## src/inc/tile_ps_pkg.sv

```systemverilog
// constants and carrier types for the tile processor status register bank
// assumes a single core clock that also stands for the pll output clock
// Functional notes
// - control holds eight-bit tx data delay in pll cycles, reset zero.
// - pll-clocked counter sets tx clock at divider, clears at divider>>1.
// - control bit, zero at reset, enables the ethernet peripheral ports.
// - divider enable bit divides the pll clock for low power, reset zero.
// - mode bit one divides only while active threads pause, else always.
// - control bit picks usb transceiver style, one utmi, zero ulpi.
// - control bit enables the ulpi hardware support module.
// - read-only boot status shows processor number, boot flags, pll pins.
// - once security top bit is set, later writes to it are refused.
// - security register is loaded as a copy of the otp security word.
// - security holds debug, otp lock, redundancy, boot, jtag controls.
// - four oscillator counters, started and stopped by two enable bits.
// - four read-only registers show the 16-bit counts in their low bits.
// - ring oscillator counts survive a system reset.
// - oscillators run asynchronously to the tile clock, a random source.
// - ram size register reports bytes in bits 31:2, low bits zero.
// - debugger entry captures thread status, address space id at bit 10.
// - captured status holds fast, paused, kernel, interrupt, event flags.
// - status records kernel-entry issue mode bit 9, current bit 8.

package tile_ps_pkg;

  localparam logic [7:0] REG_TILE_CTRL = 8'h02;
  localparam logic [7:0] REG_BOOT_STATUS = 8'h03;
  localparam logic [7:0] REG_SECURITY = 8'h05;
  localparam logic [7:0] REG_OSC_CTRL = 8'h06;
  localparam logic [7:0] REG_OSC_TILE_CELL = 8'h07;
  localparam logic [7:0] REG_OSC_TILE_WIRE = 8'h08;
  localparam logic [7:0] REG_OSC_PERIPH_CELL = 8'h09;
  localparam logic [7:0] REG_OSC_PERIPH_WIRE = 8'h0a;
  localparam logic [7:0] REG_RAM_SIZE = 8'h0c;
  localparam logic [7:0] REG_DEBUG_STATUS = 8'h10;
  localparam logic [7:0] PS_RESOURCE_TYPE = 8'h0b;

  // tile feature control fields
  localparam int TX_DELAY_LSB = 18;
  localparam int TX_DIV_LSB = 9;
  localparam int RGMII_EN_BIT = 8;
  localparam int DIV_DYNAMIC_BIT = 5;
  localparam int DIV_ENABLE_BIT = 4;
  localparam int UTMI_SEL_BIT = 2;
  localparam int ULPI_EN_BIT = 1;
  localparam logic [31:0] TILE_CTRL_WMASK = 32'h03ff_ff36;
  localparam logic [31:0] TILE_CTRL_RESET = 32'h0000_0000;

  // security fields
  localparam int SEC_LOCK_BIT = 31;
  localparam logic [31:0] SEC_WMASK = 32'h8000_5fb1;
  localparam logic [31:0] SEC_RESET = 32'h0000_0000;

  // ring oscillator control
  localparam int OSC_CORE_EN_BIT = 1;
  localparam int OSC_PERIPH_EN_BIT = 0;
  localparam int OSC_COUNT_W = 16;
  localparam int OSC_STOP_MIN_CYCLES = 10;

  // ram size, plain default
  localparam logic [31:0] RAM_SIZE_BYTES = 32'h0008_0000;
  localparam logic [31:0] RAM_SIZE_MASK = 32'hffff_fffc;

  // saved thread status
  localparam logic [31:0] STATUS_WMASK = 32'h0000_06df;
  localparam logic [31:0] STATUS_CAPTURE_MASK = 32'h0000_07df;
  localparam logic [31:0] STATUS_RESET = 32'h0000_0000;

  typedef struct packed {
    logic valid;
    logic write;
    logic [7:0] number;
    logic [31:0] wdata;
  } ps_request_type;

  typedef struct packed {
    logic [7:0] processor_number;
    logic boot_mode_override;
    logic core1_powered_off;
    logic skip_otp_level_poll;
    logic boot_from_ram;
    logic boot_from_jtag;
    logic [1:0] boot_pll_mode;
  } boot_status_type;

  typedef struct packed {
    logic [31:0] tile_ctrl;
    logic [31:0] security;
    logic [1:0] osc_ctrl;
    logic [3:0][OSC_COUNT_W-1:0] osc_count;
    logic [31:0] saved_thread_status;
    logic [8:0] tx_count;
    logic tx_clk;
    logic clk_div_active;
    logic [31:0] rdata;
    logic rvalid;
  } ps_state_type;

endpackage : tile_ps_pkg

```

## src/hw/tile_processor_status_regs.sv

```systemverilog
// tile processor status register bank with tx clock and oscillator counters
// assumes requests synchronous to clock; oscillator pulses arrive as
// single-cycle ticks already brought into the clock domain
`timescale 1ns/100ps

module tile_processor_status_regs
  import tile_ps_pkg::*;
(
  input wire logic clock,
  input wire logic reset,
  input wire ps_request_type ps_request,
  output logic [31:0] ps_rdata,
  output logic ps_rvalid,
  input wire logic debug_mode,
  input wire logic debug_entry,
  input wire logic [31:0] thread_status_in,
  input wire boot_status_type boot_status,
  input wire logic otp_security_load,
  input wire logic [31:0] otp_security_word,
  input wire logic all_threads_paused,
  input wire logic [3:0] ring_osc_tick,
  output logic rgmii_tx_clk,
  output logic [7:0] rgmii_tx_delay,
  output logic rgmii_ports_enable,
  output logic pll_divide_active,
  output logic usb_utmi_select,
  output logic ulpi_support_enable,
  output logic [31:0] security_controls,
  output logic [1:0] ring_osc_enable
);

  // power-up value; oscillator counts never see reset
  ps_state_type state_reg = '0;
  ps_state_type state_next;

  logic [8:0] tx_div;
  logic [8:0] tx_half;
  logic wr_hit;
  logic rd_hit;
  logic [31:0] rd_word;
  logic [3:0] osc_run;

  assign tx_div = state_reg.tile_ctrl[TX_DIV_LSB +: 9];
  assign tx_half = tx_div >> 1;
  assign wr_hit = ps_request.valid && ps_request.write;
  assign rd_hit = ps_request.valid && !ps_request.write;
  // tile counters follow core enable, peripheral ones the peripheral enable
  assign osc_run = {state_reg.osc_ctrl[OSC_PERIPH_EN_BIT],
                    state_reg.osc_ctrl[OSC_PERIPH_EN_BIT],
                    state_reg.osc_ctrl[OSC_CORE_EN_BIT],
                    state_reg.osc_ctrl[OSC_CORE_EN_BIT]};

  // read mux, unmapped numbers read zero
  always_comb
  begin
    rd_word = 32'h0000_0000;
    if (ps_request.number == REG_TILE_CTRL)
    begin
      rd_word = state_reg.tile_ctrl & TILE_CTRL_WMASK;
    end
    else if (ps_request.number == REG_BOOT_STATUS)
    begin
      rd_word = {8'h00, boot_status.processor_number, 7'h00,
                 boot_status.boot_mode_override, 2'h0,
                 boot_status.core1_powered_off,
                 boot_status.skip_otp_level_poll,
                 boot_status.boot_from_ram,
                 boot_status.boot_from_jtag,
                 boot_status.boot_pll_mode};
    end
    else if (ps_request.number == REG_SECURITY)
    begin
      rd_word = state_reg.security & SEC_WMASK;
    end
    else if (ps_request.number == REG_OSC_CTRL)
    begin
      rd_word = {30'h0000_0000, state_reg.osc_ctrl};
    end
    else if (ps_request.number == REG_OSC_TILE_CELL)
    begin
      rd_word = {16'h0000, state_reg.osc_count[0]};
    end
    else if (ps_request.number == REG_OSC_TILE_WIRE)
    begin
      rd_word = {16'h0000, state_reg.osc_count[1]};
    end
    else if (ps_request.number == REG_OSC_PERIPH_CELL)
    begin
      rd_word = {16'h0000, state_reg.osc_count[2]};
    end
    else if (ps_request.number == REG_OSC_PERIPH_WIRE)
    begin
      rd_word = {16'h0000, state_reg.osc_count[3]};
    end
    else if (ps_request.number == REG_RAM_SIZE)
    begin
      rd_word = RAM_SIZE_BYTES & RAM_SIZE_MASK;
    end
    else if (ps_request.number == REG_DEBUG_STATUS)
    begin
      rd_word = state_reg.saved_thread_status & STATUS_CAPTURE_MASK;
    end
  end

  always_comb
  begin
    state_next = state_reg;
    state_next.rvalid = rd_hit;
    state_next.rdata = rd_hit ? rd_word : 32'h0000_0000;

    // masked writes, reserved bits stay zero
    if (wr_hit && ps_request.number == REG_TILE_CTRL)
    begin
      state_next.tile_ctrl = ps_request.wdata & TILE_CTRL_WMASK;
    end
    if (wr_hit && ps_request.number == REG_OSC_CTRL)
    begin
      state_next.osc_ctrl = ps_request.wdata[1:0];
    end
    // lock bit refuses writes; otp copy still loads
    if (wr_hit && ps_request.number == REG_SECURITY &&
        !state_reg.security[SEC_LOCK_BIT])
    begin
      state_next.security = ps_request.wdata & SEC_WMASK;
    end
    if (otp_security_load)
    begin
      state_next.security = otp_security_word & SEC_WMASK;
    end
    // debugger-writable only in debug mode; capture wins over a write
    if (wr_hit && ps_request.number == REG_DEBUG_STATUS && debug_mode)
    begin
      state_next.saved_thread_status =
        (ps_request.wdata & STATUS_WMASK) |
        (state_reg.saved_thread_status & ~STATUS_WMASK);
    end
    if (debug_entry)
    begin
      state_next.saved_thread_status =
        thread_status_in & STATUS_CAPTURE_MASK;
    end

    // ring oscillator counts, free running while enabled
    for (int i = 0; i < 4; i++)
    begin
      if (osc_run[i] && ring_osc_tick[i])
      begin
        state_next.osc_count[i] =
          OSC_COUNT_W'(state_reg.osc_count[i] + 1'b1);
      end
    end

    // tx clock divider counter
    if (state_reg.tx_count >= tx_div)
    begin
      state_next.tx_count = 9'h000;
    end
    else
    begin
      state_next.tx_count = 9'(state_reg.tx_count + 1'b1);
    end
    if (state_reg.tx_count == tx_div)
    begin
      state_next.tx_clk = 1'b1;
    end
    else if (state_reg.tx_count == tx_half)
    begin
      state_next.tx_clk = 1'b0;
    end

    state_next.clk_div_active =
      state_reg.tile_ctrl[DIV_ENABLE_BIT] &&
      (!state_reg.tile_ctrl[DIV_DYNAMIC_BIT] ||
       all_threads_paused);

    if (reset)
    begin
      state_next.tile_ctrl = TILE_CTRL_RESET;
      state_next.security = SEC_RESET;
      state_next.osc_ctrl = 2'h0;
      state_next.saved_thread_status = STATUS_RESET;
      state_next.tx_count = 9'h000;
      state_next.tx_clk = 1'b0;
      state_next.clk_div_active = 1'b0;
      state_next.rdata = 32'h0000_0000;
      state_next.rvalid = 1'b0;
      state_next.osc_count = state_reg.osc_count;
    end
  end

  always_ff @(posedge clock)
  begin
    state_reg <= state_next;
  end

  assign ps_rdata = state_reg.rdata;
  assign ps_rvalid = state_reg.rvalid;
  assign rgmii_tx_clk = state_reg.tx_clk;
  assign rgmii_tx_delay = state_reg.tile_ctrl[TX_DELAY_LSB +: 8];
  assign rgmii_ports_enable = state_reg.tile_ctrl[RGMII_EN_BIT];
  assign pll_divide_active = state_reg.clk_div_active;
  assign usb_utmi_select = state_reg.tile_ctrl[UTMI_SEL_BIT];
  assign ulpi_support_enable = state_reg.tile_ctrl[ULPI_EN_BIT];
  assign security_controls = state_reg.security;
  assign ring_osc_enable = state_reg.osc_ctrl;
endmodule : tile_processor_status_regs

```

## config.mk

```make
export PLATFORM = sky130hd
export DESIGN_NAME = tile_processor_status_regs
export DESIGN_NICKNAME = d
export VERILOG_FILES = /design/src/inc/tile_ps_pkg.sv /design/src/hw/tile_processor_status_regs.sv
export SDC_FILE = /design/constraint.sdc
export NUM_CORES = 1
export LEC_CHECK = 0
export BUFFER_PORTS_ARGS = -buffer_cell sky130_fd_sc_hd__buf_2
export CAP_MARGIN = 20
export CORE_ASPECT_RATIO = 0.75
export CORE_MARGIN = 3
export CORE_UTILIZATION = 59
export CTS_BUF_LIST = sky130_fd_sc_hd__clkbuf_4 sky130_fd_sc_hd__clkbuf_8
export DETAILED_ROUTE_END_ITERATION = 7
export PLACE_DENSITY = 0.88
export SYNTH_ARGS = -nofsm -noshare
export SYNTH_HDL_FRONTEND = slang
export SYNTH_SLANG_ARGS = --single-unit
```

## constraint.sdc

```tcl
create_clock -name clock -period 5.35 [get_ports clock]
set_clock_uncertainty 0.1 [all_clocks]
set_input_delay 1.07 -clock clock [delete_from_list [all_inputs] [get_ports clock]]
set_output_delay 1.07 -clock clock [all_outputs]
set_load 0.01 [all_outputs]
```

==> flow_metrics.tcl, run 1 <==
set metrics [dict create \
    cts_resized 0 \
    fin_crit_ns 3.353 \
    synth_edf_count 64 \
    row_count 35 \
    start_util_pct 62.00 \
    gp_congestion 0.9896 \
    h-tree-depth 4 \
    drv_slew 0 \
    totalWireLength_mm 20.68 \
    grt_pass1_wl_mm 31.76 \
    wl_met3_mm 2.430 \
    fin_tns_setup_ns 0 \
    period_share_pct 62.67 \
    layout_commonest_cell "buf_2" \
    globalRouteOverflowTotal 0 \
    crit_required_ns 5.59 \
    clkLatencyLatePin_ns 0.45 \
    postCtsSetupRepairBufs 0 \
    relSlewSlack_pct 29.33 \
    p_leak_nw 3.365 \
    fmax_mhz 298.2 \
    grt_max_degree 42 \
    syn_avg_cell_area_um2 9.627 \
    cts_buffers 17 \
    drc 0 \
    critPathMaxFanout 41 \
    vias_per_cell 6.022 \
    startpoint_type "input port" \
    pin_count 211 \
    worst_pin_slew_ns 1.052 \
    powerDensity_mw_per_mm2 254.6 \
    num_vias 6468 \
    fin_util_pct 67.69 \
    wl_per_cell_um 19.26 \
    grt.total_usage_pct 27.51 \
    hpwl_mm 15.59 \
    fill_cells 959 \
    nNetsFinal 1040 \
    netlist_area_mm2 0.007846 \
    die_area_mm2 0.01473 \
    rsz0062_at_grt "false" \
    cts_tree "yes" \
    worstSetupPathType "in -> reg" \
    grt_pass1_vias 5834 \
    syn_to_final_growth_pct 9.185 \
    synthCells 815 \
    endpoint_kind "flip-flop" \
    die_height_um 105.9 \
    hold_viol 0 \
    io_buffer_count 136 \
    synth_seq_cells 148 \
    largest_reg_flops 94 \
    ys_seq_area_share_pct 45.93 \
    final_cell_mix "buf_2 (136), nand2_1 (104), dfxtp_1 (84)" \
    synthFlopType "dfxtp_1" \
    met2RoutedLength_mm 8.944 \
    wl_met1_mm 8.901 \
    drt-initial-drc-count 901 \
    antenna_cells 0 \
    cp.arrival_ns 3.60 \
    finalSetupViolations 0 \
    hold_class "reg -> reg" \
    synthArstFlopShare_pct 0 \
    first_pass_iters 6 \
    routed.top_layer "met4" \
    irDropWorstVdd_mv 0.2109 \
    clockBufferDepth 2 \
    die_w_um 139.2 \
    maxCapViolCount 0 \
    drive_above_1_share_pct 21.04 \
    cts_root_buffer "clkbuf_8" \
    ys_warn_count 0 \
    antenna_found_initial 0 \
    path_clk_slew_ns 0.09 \
    netlist-cell-type-count 60 \
    antenna_left 0 \
    ctsHoldBuffers 0 \
    status "finished, final reports clean" \
    cts.sinks 148 \
    coreArea_mm2 0.01266 \
]
-- kinds of logic after synthesis --
group           count (synthesis)  synth area share [%]
buf+inv                       127                 9.823
other cells                     1               0.04779
flops                         148                 45.93
fa+ha+maj                      14                 2.233
mux                            34                 4.417
simple gates                  272                 16.98
compound gates                147                 12.53
xor+xnor                       72                 8.037
-- power by group --
group          internal [W]  switching [W]
sequential          0.00118      0.0000137
clock              0.000380       0.000466
combinational     0.0000537      0.0000887
total               0.00161       0.000569
-- final timing paths --
| kind | slack [ns] | to | depth (start not counted) | start |
|---|---|---|---|---|
| hold / removal | 0.38 | rgmii_tx_delay[0] | 2 | rgmii_tx_delay[0] |
| setup / recovery | 2.00 | state_reg[46] | 6 | ps_request[32] |
| hold reg to reg | 0.38 | rgmii_tx_delay[0] | 2 | rgmii_tx_delay[0] |
| setup reg to reg | 3.14 | state_reg[38] | 7 | state_reg[35] |
-- metal layers --
| layer | up-vias | global-route usage [%] |
|---|---|---|
| li1 | 2962 | - |
| met1 | 3059 | 40.84 |
| met2 | 404 | 40.02 |
| met3 | 43 | 6.621 |
| met4 | 0 | 7.891 |
| met5 | - | 0 |
-- critical path: stages --
cell and delay (ns):
buf_2 0.36, nor2_1 0.40, and3_1 0.50, nand4_1 0.64, mux2i_1 0.30, a211oi_1 0.31
-- cell type report --
class                           count  area, um^2  share of cell area, %
Tap cell                          166       207.7                  2.424
Sequential cell                   148        3603                  42.06
Timing Repair Buffer              142       725.7                  8.471
Multi-Input combinational cell    565        3571                  41.68
Clock buffer                       17       234.0                  2.731
Inverter                           21       78.83                 0.9201
Clock inverter                     15       146.4                  1.709
-- synth_stat cells (3+ instances only) --
master       n  area, um^2
nor3_1       6       30.03
and3b_1      4       35.03
and4_1       5       43.79
nand2_1    104       390.4
a211oi_1    25       187.7
o21ai_0     15       75.07
nor3b_1      3       22.52
a221oi_1     6       52.55
a2bb2oi_1    5       43.79
buf_2        7       35.03
nand3_1     32       160.2
clkbuf_1    23       86.33
a32o_1       5       50.05
o21ai_1      8       40.04
xor2_1      18       157.7
ha_1        14       175.2
nor2_1      56       210.2
nand2b_1     5       31.28
xnor2_1     54       473.0
a22o_1       8       70.07
mux2i_1     29       290.3
mux2_2       5       56.30
o2bb2ai_1    5       43.79
a21oi_1     45       225.2
a31oi_1      3       18.77
inv_1       20       75.07
nand4_1     14       87.58
buf_4       74       555.5
edfxtp_1    64        1922
o22ai_1      4       25.02
nor2b_1      7       43.79
a22oi_1      8       60.06
and3_1      17       106.4
dfxtp_1     84        1682
-- stage by stage --
step	hold slack [ns]	cell area, um^2	total power (W)	worst slack, ns	instances
CTS	0.3825	8567	0.002183	2.081	1074
global placement	0.3570	8187	0.001354	1.703	1042
detailed placement	0.3682	8187	0.001356	1.691	1042
finish	0.3807	8567	0.002181	1.997	1074
floorplan	0.3441	7940	0.001310	2.632	840
global route	0.4025	8567	0.002249	1.939	1074
Note: power is estimated with default switching activity, not from simulation.
==> inputs of run 2 (changes only) <==
--- a/config.mk
+++ b/config.mk
@@ -5,14 +5,15 @@
 export SDC_FILE = /design/constraint.sdc
 export NUM_CORES = 1
 export LEC_CHECK = 0
+export ABC_AREA = 1
 export BUFFER_PORTS_ARGS = -buffer_cell sky130_fd_sc_hd__buf_2
 export CAP_MARGIN = 20
 export CORE_ASPECT_RATIO = 0.75
 export CORE_MARGIN = 3
-export CORE_UTILIZATION = 59
+export CORE_UTILIZATION = 55
 export CTS_BUF_LIST = sky130_fd_sc_hd__clkbuf_4 sky130_fd_sc_hd__clkbuf_8
 export DETAILED_ROUTE_END_ITERATION = 7
-export PLACE_DENSITY = 0.88
+export PLACE_DENSITY = 0.83
 export SYNTH_ARGS = -nofsm -noshare
 export SYNTH_HDL_FRONTEND = slang
 export SYNTH_SLANG_ARGS = --single-unit
==> constraint.sdc (replaced) <==
create_clock -name clock -period 3.1 [get_ports clock]
set_clock_uncertainty 0.1 [all_clocks]
set_input_delay 0.62 -clock clock [delete_from_list [all_inputs] [get_ports clock]]
set_output_delay 0.62 -clock clock [all_outputs]
set_load 0.01 [all_outputs]
==> flow_metrics.tcl, run 2 <==
set metrics [dict create \
    status "complete, but fails checks" \
    violations "DRC" \
    grt_use_met3_pct 7.356 \
    postCtsSetupRepairBufs 0 \
    synth_top_area_cell "edfxtp_1" \
    start_util_pct 57.52 \
    min_to "ps_rdata[16]" \
    h-tree-depth 4 \
    path_clk_slew_ns 0.09 \
    finalSetupViolations 0 \
    die_w_um 145.9 \
    numPlacedInstances 1258 \
    fmax_mhz 430.8 \
    reg2reg_setup_slack_ns 0.78 \
    rsz0062_at_grt "false" \
    whs_path_depth 3 \
    cts.sinks 148 \
    coreArea_mm2 0.01403 \
    use_met2_pct 40.51 \
    io_buffer_count 136 \
    reg2reg_depth 7 \
    cts_buffers 17 \
    vias_per_cell 5.372 \
    hold_class "in -> reg" \
    pin_count 211 \
    final_cell_mix "nand2_1 (198), buf_2 (136), inv_1 (123)" \
    row_count 37 \
    die_height_um 110.9 \
    die_area_mm2 0.01618 \
    worstSetupPathType "reg -> reg" \
    ys_seq_area_share_pct 44.66 \
    antenna_left 0 \
    layout_commonest_cell "nand2_1" \
    cp.arrival_ns 2.42 \
    grt.busiest_layer "met2" \
    maxCapViolCount 0 \
    drive_above_1_share_pct 19.73 \
    relSlewSlack_pct 57.59 \
    r2r-end "state_reg[88]" \
    num_vias 6930 \
    use_met1_pct 37.20 \
    grt_pass1_wl_mm 34.27 \
    ys_warn_count 0 \
    synthFlopType "dfxtp_1" \
    first_pass_iters 8 \
    netlist-cell-type-count 40 \
    multi_input_area_mm2 0.003433 \
    startpoint_type "flip-flop" \
    totalWireLength_mm 21.61 \
    synthCells 986 \
    yosysMostFrequentCell "nand2_1" \
    power_w 0.003770 \
    wl_per_cell_um 16.75 \
    irDropWorstVdd_mv 0.2766 \
    endpoint_kind "flip-flop" \
    fin_crit_ns 2.321 \
    grt_max_degree 45 \
    crit_required_ns 3.20 \
    synth_edf_count 64 \
    ctsHoldBuffers 0 \
    grt_pass1_vias 6672 \
    synthTopCellsByArea "edfxtp_1 (24%), dfxtp_1 (21%), nand2_1 (9.2%)" \
    fin_tns_setup_ns 0 \
    cts_root_buffer "clkbuf_8" \
    gp_congestion 0.9900 \
    syn_to_final_growth_pct 10.34 \
    hold_viol 0 \
    synth_top_cell_area_share_pct 23.82 \
    grt.total_usage_pct 26.59 \
    post-place-ws_ns 0.4987 \
    cts_tree "yes" \
    largest_reg_flops 94 \
    clkLatencyLatePin_ns 0.46 \
    netlist_area_mm2 0.008069 \
    p_leak_nw 4.225 \
    drv_slew 0 \
    drc 1 \
    fill_cells 1235 \
    worst_pin_slew_ns 0.6313 \
    synth_commonest_cells "nand2_1 (198), inv_1 (123), dfxtp_1 (84)" \
    drt-initial-drc-count 774 \
    hpwl_mm 16.59 \
    critPathMaxFanout 3 \
    nNetsFinal 1227 \
    fin_util_pct 63.47 \
    r2r-start "state_reg[76]" \
    antenna_cells 0 \
    min_from "boot_status[7]" \
    seq_area_mm2 0.003603 \
    synth_seq_cells 148 \
    period_share_pct 74.87 \
    worst_slack_ns 0.7789 \
    cts_resized 0 \
    powerDensity_mw_per_mm2 423.4 \
    synthArstFlopShare_pct 0 \
    antenna_found_initial 0 \
    fin_cells 1290 \
    syn_avg_cell_area_um2 8.184 \
    clockBufferDepth 2 \
    globalRouteOverflowTotal 0 \
]
-- run 2: worst max-delay path by stage --
stage	startpoint	end	slack (ns)	depth (start not counted)
after global routing	state_reg[76]	state_reg[88]	0.63	7
after floorplan	reset	state_reg[100]	1.11	2
after CTS	state_reg[76]	state_reg[88]	0.85	7
final	state_reg[76]	state_reg[88]	0.78	7
after detailed placement	ps_request[37]	ps_rdata[4]	0.50	10
after global placement	ps_request[37]	ps_rdata[20]	0.58	9
-- run 2: layer usage --
layer,vias to the layer above,part of all wire (%)
met5,-,0
met4,0,1.8
met3,42,11
met2,386,44
met1,3201,43
li1,3301,-
-- run 2: report_power, final --
part / internal, W / leakage, nW / total, W / switching, W
combinational: 0.0000800 / 2.77 / 0.000226 / 0.000146
clock: 0.000680 / 0.199 / 0.00149 / 0.000813
sequential: 0.00203 / 1.26 / 0.00205 / 0.0000186
total: 0.00279 / 4.23 / 0.00377 / 0.000977
-- run 2: critical path, stage by stage, from the launching register on --
cell and delay, ns:
edfxtp_1 0.42, ha_1 0.21, nand3_1 0.12, nor3_1 0.28, nand3_1 0.17, nor3_1 0.44, nand2_1 0.14, xor2_1 0.19
-- run 2: final cells by class --
| cell class | count | area share, % |
|---|---|---|
| Timing Repair Buffer | 145 | 8.404 |
| Multi-Input combinational cell | 641 | 38.56 |
| Clock buffer | 18 | 2.782 |
| Inverter | 129 | 5.438 |
| Tap cell | 195 | 2.740 |
| Clock inverter | 14 | 1.602 |
| Sequential cell | 148 | 40.47 |
-- run 2: logic make-up after synthesis --
kind of cell	after synthesis	synth area share, %
simple gates	420	24.44
buf+inv	222	13.96
flops	148	44.66
compound gates	119	7.986
xor+xnor	61	6.621
fa+ha+maj	14	2.171
other cells	1	0.04647
mux	1	0.1241
-- run 2: stage by stage --
step,cell area [um^2],hold WS [ns]
after floorplan,8163,0.3187
after global placement,8513,0.3346
after detailed placement,8513,0.3367
after CTS,8904,0.2548
after global routing,8904,0.2570
final,8904,0.2620
